[src/include/gdfr_consts.svh]
// timing, bit positions and reset values of the gate drive fault recovery block
`ifndef GDFR_CONSTS_SVH
`define GDFR_CONSTS_SVH

`define GDFR_CLK_PERIOD_NS  10
`define GDFR_LOSS_TIME_NS   10000
`define GDFR_LOSS_CYCLES    (`GDFR_LOSS_TIME_NS / `GDFR_CLK_PERIOD_NS)

`define GDFR_NUM_IN         9
`define GDFR_IN_A_POS       0
`define GDFR_IN_B_POS       1
`define GDFR_IN_A_NEG       2
`define GDFR_IN_B_NEG       3
`define GDFR_IN_EXT_N       4
`define GDFR_IN_HOT         5
`define GDFR_IN_COOL        6
`define GDFR_IN_SUP_OK      7
`define GDFR_IN_PWR_DET     8
// sync reset: only the external fault input resets high
`define GDFR_SYNC_RESET     9'h010

`define GDFR_GATE_BOOT      4'h5
`define GDFR_GATE_OFF       4'h0
`define GDFR_FAULT_NONE     4'h0
`define GDFR_FAULT_UV_ONLY  4'h2

`endif

[src/include/gdfr_pkg.sv]
// types of the gate drive fault recovery block
package gdfr_pkg;
    typedef enum logic [2:0] {
        GDFR_ST_BOOT = 3'h1,
        GDFR_ST_PROT = 3'h2,
        GDFR_ST_RUN  = 3'h4
    } gdfr_state_t;

    typedef struct packed {
        logic hi_a;
        logic lo_a;
        logic hi_b;
        logic lo_b;
    } gdfr_gate_t;

    typedef struct packed {
        logic ext;
        logic therm;
        logic uv;
        logic loss;
    } gdfr_fault_t;
endpackage

[src/hw/gdfr_top.sv]
// protection latch and recovery logic of a dual half-bridge gate driver
`timescale 1ns/1ps
`default_nettype none
`include "gdfr_consts.svh"
module gdfr_top #(
    parameter int LOSS_CYCLES = `GDFR_LOSS_CYCLES  // pwm silence before input loss
) (
    input  wire logic clk_in,             // 100 MHz clock
    input  wire logic rst_in,             // async reset, active high
    input  wire logic chan_a_pwm_pos_in,  // channel a positive pwm
    input  wire logic chan_b_pwm_pos_in,  // channel b positive pwm
    input  wire logic chan_a_pwm_neg_in,  // channel a negative pwm
    input  wire logic chan_b_pwm_neg_in,  // channel b negative pwm
    input  wire logic ext_fault_n_in,     // external fault, active low
    input  wire logic thermal_sense_in,   // thermistor above half supply
    input  wire logic thermal_cool_in,    // thermistor below lower threshold
    input  wire logic supply_ok_in,       // supply detector reads normal
    input  wire logic power_det_in,       // supply has reached power-on level
    output logic      high_gate_a_out,    // high-side gate a
    output logic      low_gate_a_out,     // low-side gate a
    output logic      high_gate_b_out,    // high-side gate b
    output logic      low_gate_b_out,     // low-side gate b
    output logic      totem_low_out,      // totem-pole output forced low
    output logic      fault_flag_n_out    // fault indication, active low
);
    localparam int CW = $clog2(LOSS_CYCLES + 1);      // loss counter width
    localparam logic [CW-1:0] LOSS_LIM = CW'(LOSS_CYCLES);
    localparam logic [CW-1:0] LOSS_PRE = CW'(LOSS_CYCLES - 1);

    // three stage input pipeline: two for sync, one for edges
    logic [`GDFR_NUM_IN-1:0] s1_r;   // first sync stage, read by s2 only
    logic [`GDFR_NUM_IN-1:0] s2_r;   // synced level
    logic [`GDFR_NUM_IN-1:0] s3_r;   // delayed level for edge detect
    logic [`GDFR_NUM_IN-1:0] s1_nxt;
    logic [`GDFR_NUM_IN-1:0] s2_nxt;
    logic [`GDFR_NUM_IN-1:0] s3_nxt;
    logic [`GDFR_NUM_IN-1:0] lvl;    // synced levels
    logic [`GDFR_NUM_IN-1:0] rise;   // one-cycle rising edges
    logic [`GDFR_NUM_IN-1:0] fall;   // one-cycle falling edges
    logic                    pos_rise;  // rising edge on either positive input
    logic                    any_edge;  // any pwm activity

    // sync next values
    always_comb begin
        s1_nxt = {power_det_in, supply_ok_in, thermal_cool_in, thermal_sense_in,
                  ext_fault_n_in, chan_b_pwm_neg_in, chan_a_pwm_neg_in,
                  chan_b_pwm_pos_in, chan_a_pwm_pos_in};
        s2_nxt = s1_r;
        s3_nxt = s2_r;
    end

    // sync registers; external fault resets to its idle high level so release
    // gives no false rise on it, all the rest reset low
    always_ff @(posedge clk_in or posedge rst_in) begin
        if (rst_in) begin
            s1_r <= `GDFR_SYNC_RESET;
            s2_r <= `GDFR_SYNC_RESET;
            s3_r <= `GDFR_SYNC_RESET;
        end else begin
            s1_r <= s1_nxt;
            s2_r <= s2_nxt;
            s3_r <= s3_nxt;
        end
    end

    assign lvl      = s2_r;
    assign rise     = s2_r & ~s3_r;
    assign fall     = ~s2_r & s3_r;
    assign pos_rise = rise[`GDFR_IN_A_POS] | rise[`GDFR_IN_B_POS];
    assign any_edge = |(rise[3:0] | fall[3:0]);

    // input loss watchdog; saturates so the set is a single pulse
    logic [CW-1:0] cnt_r;    // cycles since last pwm edge
    logic [CW-1:0] cnt_nxt;
    logic          loss_set; // watchdog expires this cycle

    always_comb begin
        loss_set = ~any_edge & (cnt_r == LOSS_PRE);
        if (any_edge) begin
            cnt_nxt = '0;
        end else if (cnt_r != LOSS_LIM) begin
            cnt_nxt = cnt_r + CW'(1);
        end else begin
            cnt_nxt = cnt_r;
        end
    end

    always_ff @(posedge clk_in or posedge rst_in) begin
        if (rst_in) begin
            cnt_r <= '0;
        end else begin
            cnt_r <= cnt_nxt;
        end
    end

    // fault latches for ext, therm and loss, each set beating its own clear; uv follows the supply level
    gdfr_pkg::gdfr_fault_t fault_r;
    gdfr_pkg::gdfr_fault_t fault_nxt;

    always_comb begin
        fault_nxt = fault_r;
        // low level is protection, so the level itself sets
        if (!lvl[`GDFR_IN_EXT_N]) begin
            fault_nxt.ext = 1'b1;
        end else if (rise[`GDFR_IN_EXT_N]) begin
            fault_nxt.ext = 1'b0;
        end
        // hysteresis: hot sets, only cool clears
        if (lvl[`GDFR_IN_HOT]) begin
            fault_nxt.therm = 1'b1;
        end else if (lvl[`GDFR_IN_COOL]) begin
            fault_nxt.therm = 1'b0;
        end
        fault_nxt.uv = ~lvl[`GDFR_IN_SUP_OK];
        // activity after a timeout counts as normal input again
        if (loss_set) begin
            fault_nxt.loss = 1'b1;
        end else if (any_edge) begin
            fault_nxt.loss = 1'b0;
        end
    end

    always_ff @(posedge clk_in or posedge rst_in) begin
        if (rst_in) begin
            fault_r <= `GDFR_FAULT_NONE;
        end else begin
            fault_r <= fault_nxt;
        end
    end

    // recovery state machine
    gdfr_pkg::gdfr_state_t state_r;
    gdfr_pkg::gdfr_state_t state_nxt;
    logic                  all_clear;  // no fault latched now and none latched on the next edge
    logic                  hard_off;   // a fault that turns every gate off
    logic                  boot_pat;   // bootstrap charging pattern chosen

    always_comb begin
        // a fault cleared on this very edge waits for the next one
        all_clear = (fault_r == `GDFR_FAULT_NONE) &&
                    (fault_nxt == `GDFR_FAULT_NONE);
        state_nxt = state_r;
        case (state_r)
            gdfr_pkg::GDFR_ST_BOOT: begin
                // hold charging until supply seen and faults gone
                if (lvl[`GDFR_IN_PWR_DET] && all_clear && pos_rise) begin
                    state_nxt = gdfr_pkg::GDFR_ST_RUN;
                end
            end
            gdfr_pkg::GDFR_ST_PROT: begin
                if (all_clear && pos_rise) begin
                    state_nxt = gdfr_pkg::GDFR_ST_RUN;
                end
            end
            gdfr_pkg::GDFR_ST_RUN: begin
                // any fault, with no priority among them, leaves run at once
                if (fault_nxt != `GDFR_FAULT_NONE) begin
                    state_nxt = gdfr_pkg::GDFR_ST_PROT;
                end
            end
            default: begin
                state_nxt = gdfr_pkg::GDFR_ST_PROT;
            end
        endcase
    end

    always_ff @(posedge clk_in or posedge rst_in) begin
        if (rst_in) begin
            state_r <= gdfr_pkg::GDFR_ST_BOOT;
        end else begin
            state_r <= state_nxt;
        end
    end

    // output drive; loss is ignored in boot so the caps still charge
    gdfr_pkg::gdfr_gate_t gate_r;
    gdfr_pkg::gdfr_gate_t gate_nxt;
    logic                 totem_r;
    logic                 totem_nxt;
    logic                 flag_n_r;
    logic                 flag_n_nxt;

    always_comb begin
        hard_off = fault_nxt.ext | fault_nxt.therm |
                   (fault_nxt.loss & (state_nxt == gdfr_pkg::GDFR_ST_PROT));
        boot_pat = (state_nxt != gdfr_pkg::GDFR_ST_RUN) & ~hard_off;
        if (state_nxt == gdfr_pkg::GDFR_ST_RUN) begin
            // pass-through; dead time lives outside this block
            gate_nxt = {lvl[`GDFR_IN_A_POS], lvl[`GDFR_IN_A_NEG],
                        lvl[`GDFR_IN_B_POS], lvl[`GDFR_IN_B_NEG]};
        end else if (hard_off) begin
            gate_nxt = `GDFR_GATE_OFF;
        end else begin
            gate_nxt = `GDFR_GATE_BOOT;
        end
        totem_nxt  = boot_pat;
        flag_n_nxt = (state_nxt == gdfr_pkg::GDFR_ST_RUN);
    end

    always_ff @(posedge clk_in or posedge rst_in) begin
        if (rst_in) begin
            gate_r   <= `GDFR_GATE_BOOT;
            totem_r  <= 1'b1;
            flag_n_r <= 1'b0;
        end else begin
            gate_r   <= gate_nxt;
            totem_r  <= totem_nxt;
            flag_n_r <= flag_n_nxt;
        end
    end

    assign high_gate_a_out  = gate_r.hi_a;
    assign low_gate_a_out   = gate_r.lo_a;
    assign high_gate_b_out  = gate_r.hi_b;
    assign low_gate_b_out   = gate_r.lo_b;
    assign totem_low_out    = totem_r;
    assign fault_flag_n_out = flag_n_r;
endmodule
`default_nettype wire

[config.mk]
export PLATFORM = sky130hd
export DESIGN_NAME = gdfr_top
export DESIGN_NICKNAME = d
export VERILOG_FILES = /design/src/include/gdfr_pkg.sv /design/src/hw/gdfr_top.sv
export VERILOG_INCLUDE_DIRS = /design/src /design/src/include
export SDC_FILE = /design/constraint.sdc
export NUM_CORES = 1
export LEC_CHECK = 0
export ABC_AREA = 1
export ABC_CLOCK_PERIOD_IN_PS = 3100
export BUFFER_PORTS_ARGS = -buffer_cell sky130_fd_sc_hd__buf_2
export CAP_MARGIN = 30
export CORE_MARGIN = 3
export CORE_UTILIZATION = 50
export CTS_CLUSTER_DIAMETER = 60
export CTS_CLUSTER_SIZE = 16
export DETAILED_ROUTE_END_ITERATION = 10
export GPL_TIMING_DRIVEN = 0
export PLACE_DENSITY = 0.66
export SLEW_MARGIN = 40
export SYNTH_ARGS = -nofsm -noshare
export SYNTH_HDL_FRONTEND = slang
export SYNTH_SLANG_ARGS = --single-unit
[constraint.sdc]
create_clock -name clk_in -period 3.1 [get_ports clk_in]
set_input_delay 0.465 -clock clk_in [delete_from_list [all_inputs] [get_ports clk_in]]
set_output_delay 0.465 -clock clk_in [all_outputs]
set_load 0.05 [all_outputs]
### Word level (Yosys, flattened, before mapping)

Index checks and enable logic that the tools add are counted.

* input bits: 11
* bits in registers: 46
* output and inout port bits: 6
* word-level logic and storage cells: 61

* reduce and logical (&&, ||, !) cells: 9
* muxes and demuxes: 14
* equality and inequality tests: 8
* bitwise logic cells: 14
* add/subtract/negate cells: 1

Operators with widths (number)
* $mux 10: 2
* $mux 3: 4
* $add 10x1->10 const B: 1
* $eq 10x10->1 const B: 1
* $ne 10x10->1 const B: 1
* $pmux 3 s3: 1
* $logic_not 4->1: 2
* $eq 3x2->1 const B: 2
* $eq 3x3->1 const B: 2
* $mux 1: 6
* $and 5x5->5: 1
* $not 5->5: 1
* $and 4x4->4: 1
* $logic_and 1x1->1: 4
* $mux 4: 1
* $not 4->4: 1
* $or 4x4->4: 1
* $reduce_bool 4->1: 1
* $reduce_or 4->1: 1
* $and 1x1->1: 3
* $eq 3x1->1 const B: 1
* $ne 3x3->1 const B: 1
* $not 1->1: 3
* $or 1x1->1: 3
* $reduce_bool 2->1: 1

### Depth between registers and ports, before layout

* depth after elaboration: 18
* depth in mapped cells: 12
* depth with buffers taken out: 12

### Least setup slack after synthesis

Ideal clock, no wire load.

* kind: register to register
* from: register s2_r[0], in the netlist lvl[0]
* to: register gate_r (netlist bit low_gate_a_out)
* library setup time: 0.060 ns
* setup slack: 1.596 ns
* buffers on the path: 0
* cell stages (with the launch flop): 12
* data arrival time: 1.443 ns
* path through: dfrtp_1 > ha_1 > nand2_1 > inv_1 > o21ai_2 > nor2_8 > nand2_4 > nand2_4 > nor2_2 > nor2_4 > nand3_2 > nand2_1

RTL lines
* from (decl): line gdfr_top.sv:32 `` logic [`GDFR_NUM_IN-1:0] s2_r; ``
* from (signal assigned): line gdfr_top.sv:57 `` s2_r <= `GDFR_SYNC_RESET; ``
* from (signal assigned): line gdfr_top.sv:61 `s2_r <= s2_nxt;`
* to (signal assigned): line gdfr_top.sv:202 `` gate_r <= `GDFR_GATE_BOOT; ``
* to (signal assigned): line gdfr_top.sv:206 `gate_r <= gate_nxt;`
* to (decl): line gdfr_top.sv:176 `gdfr_pkg::gdfr_gate_t gate_r;`

==> flow_metrics.env <==
export IMPL_area_growth_pct=12.8
export IMPL_p_leak_nw=1.03
export IMPL_tns_ns=0
export IMPL_cts_hold_fix_buffers=0
export IMPL_grt_total_usage=0.152
export IMPL_die_x_um=66.7
export IMPL_syn_inst=165
export IMPL_synth_fp_nets=180
export IMPL_gp_congestion=0.834
export IMPL_antenna_found_initial=0
export IMPL_firstDrtPassIters=4
export IMPL_fin_nets=203
export IMPL_cp_max_fo=9
export IMPL_yosysSeqAreaShare=0.631
export IMPL_powerDensity_nw_per_um2=516
export IMPL_top_level_ports=17
export IMPL_cts_buffers=5
export IMPL_wl_per_cell_um=11.3
export IMPL_p_total_mw=1.07
export IMPL_worstMarginPinSlew_ns=0.529
export IMPL_crit_arrival_ns=1.96
export IMPL_min_path_type="input pin to asynchronous set/reset pin"
export IMPL_rsz0062_at_grt="no"
export IMPL_ant_nets=0
export IMPL_rows=21
export IMPL_portBuffers=16
export IMPL_initial_core_util=0.534
export IMPL_diodes=0
export IMPL_clockRootBuffer="clkbuf_8"
export IMPL_grt_pass1_wl_um=4910
export IMPL_outcome="finished clean"
export IMPL_multi_input_area_sq_um=574
export IMPL_drv_cap=0
export IMPL_cts_resized=0
export IMPL_htreeDepth=2
export IMPL_regArea_sq_um=1160
export IMPL_synth_top_area_frac=0.531
export IMPL_postCtsSetupRepairBufs=0
export IMPL_cts_tree="built"
export IMPL_clk_pin_slew_ns=0.08
export IMPL_ys_top_cells_by_area="dfrtp_1, dfstp_2, inv_1, nand2_1, nor2_1"
export IMPL_crit_path_start_kind="flop"
export IMPL_synth_area_leader_cell="dfrtp_1"
export IMPL_dieArea_sq_um=4440
export IMPL_vias=1115
export IMPL_first_iter_violations=27
export IMPL_grt_pass1_vias=1180
export IMPL_synth_avg_cell_area_sq_um=11.1
export IMPL_synth_area_sq_um=1840
export IMPL_ir_drop_v=0.000348
export IMPL_period_minus_slack_ns=1.73
export IMPL_finClkSkew_ns=0.00388
export IMPL_grt_max_degree=47
export IMPL_relSlewSlack=0.647
export IMPL_drive_gt1_frac=0.286
export IMPL_clock_path_buffers=2
export IMPL_n_fill_cell=279
export IMPL_crit_path_end_kind="flop"
export IMPL_insertion_delay_ns=0.29
export IMPL_fin_crit_sh=0.557
export IMPL_setup_viol=0
export IMPL_cts_sinks=46
export IMPL_ys_warn_count=0
export IMPL_dp_hpwl_um=1940
export IMPL_ys_seq_elements=46
export IMPL_drc_errors=0
export IMPL_grt_ovfl_total=0
export IMPL_critical_path_class="flop to flop"
export IMPL_cp_data_required_time_ns=3.34
export IMPL_fp_dieH_um=66.7
export IMPL_core_area_sq_um=3440
export IMPL_finalHoldViolCount=0
export IMPL_routed_wl_um=2650
export IMPL_final_max_slew_viol_count=0
export IMPL_via_per_inst=4.74
export IMPL_fmax_mhz=580
export IMPL_ys_types=29
==> logic make-up (layout without fill, tap and decap cells) <==
kind of cell | Yosys count | after routing | share of synthesized area
flops | 46 | 46 | 0.631
compound gates | 17 | 17 | 0.0673
simple gates | 70 | 70 | 0.218
fa+ha+maj | 4 | 4 | 0.0272
buf+inv | 28 | 52 | 0.0571
==> where the power goes <==
part	switching, mW	internal (mW)
combinational	0.0457	0.0202
sequential	0.0103	0.625
clock	0.186	0.184
total	0.242	0.829
==> cell usage after synthesis <==
library cell,n
nand3_2,2
nor3_4,1
nor3b_1,2
nand2_2,5
o21bai_4,1
o21ai_2,1
nand2_4,2
nor3_1,5
a211oi_1,1
nand2_1,22
dfstp_2,7
o221a_2,1
dfrtp_1,39
nor2_4,1
and3_1,1
nand3_4,1
nor2_8,1
nor2_2,3
inv_2,2
nand4_4,1
ha_1,4
nor2_1,18
a21oi_1,5
nand3_1,5
inv_1,26
o22ai_2,1
o22ai_1,1
a311oi_1,1
o21ai_0,5
==> state kept, by name, summed over array words and instances, names as in the netlist <==
signal / count
state_r: 3
totem_low_out: 1
cnt_r: 10
fault_r: 4
s1_r: 9
high_gate_a_out: 1
low_gate_a_out: 1
low_gate_b_out: 1
lvl: 9
s3_r: 5
high_gate_b_out: 1
fault_flag_n_out: 1
==> final timing paths <==
kind	from	end	slack, ns	cells after the start
setup / recovery	lvl[0]$_DFF_PP0_	low_gate_a_out$_DFF_PP1_	1.37	11
hold / removal	rst_in	s1_r[5]$_DFF_PP0_	0.22	2
setup reg to reg	lvl[0]$_DFF_PP0_	low_gate_a_out$_DFF_PP1_	1.37	11
hold reg to reg	s1_r[8]$_DFF_PP0_	lvl[8]$_DFF_PP0_	0.35	0
max in group asynchronous	rst_in	state_r[0]$_DFF_PP1_	2.51	2
min in group clk_in	ext_fault_n_in	s1_r[4]$_DFF_PP1_	0.27	1
==> critical path, stage by stage, from the launching register on <==
cell	delay, ns
dfrtp_1	0.40
ha_1	0.28
nand2_1	0.07
inv_1	0.07
o21ai_2	0.08
nor2_8	0.20
nand2_4	0.10
nand2_4	0.09
nor2_2	0.05
nor2_4	0.14
nand3_2	0.11
nand2_1	0.08
==> layout make-up <==
class                   count  area share
well taps                  46      0.0277
repair buffers             16      0.0386
inverters                  28      0.0519
multi-input cells          91       0.277
clock buffers               7      0.0416
clock inverters             1     0.00422
flip-flops and latches     46       0.559
==> metal layers <==
layer  up-vias  global-route usage  part of all wire
met5         -                   0                 0
met4         0              0.0635             0.019
met3         5              0.0590             0.054
met2        25               0.250              0.47
met1       523               0.177              0.45
li1        562                   -                 -
==> per-stage QoR <==
step / setup WS, ns / instance area [sq um] / util / instances / hold slack (ns)
4_1_cts: 1.35 / 2070 / 0.603 / 235 / 0.237
3_5_place_dp: 1.37 / 1980 / 0.575 / 227 / 0.339
2_1_floorplan: 1.56 / 1840 / - / 165 / 0.331
6_report: 1.37 / 2070 / 0.603 / 235 / 0.219
5_1_grt: 1.21 / 2070 / 0.603 / 235 / 0.252
3_3_place_gp: 1.10 / 1980 / 0.574 / 227 / 0.332
==> placed cells by master, fill, tap and decap left out, types with 2 or more instances in the layout <==
cell type / n
nand3_2: 2
nor2_1: 18
dfrtp_1: 39
nand2_2: 5
dfstp_2: 7
clkbuf_8: 6
nand2_4: 2
nand2_1: 22
a21oi_1: 5
nor3_1: 5
buf_2: 16
o21ai_0: 5
nor2_2: 3
inv_2: 2
ha_1: 4
inv_1: 25
nand3_1: 5
nor3b_1: 2
(Power assumes the default switching activity.)
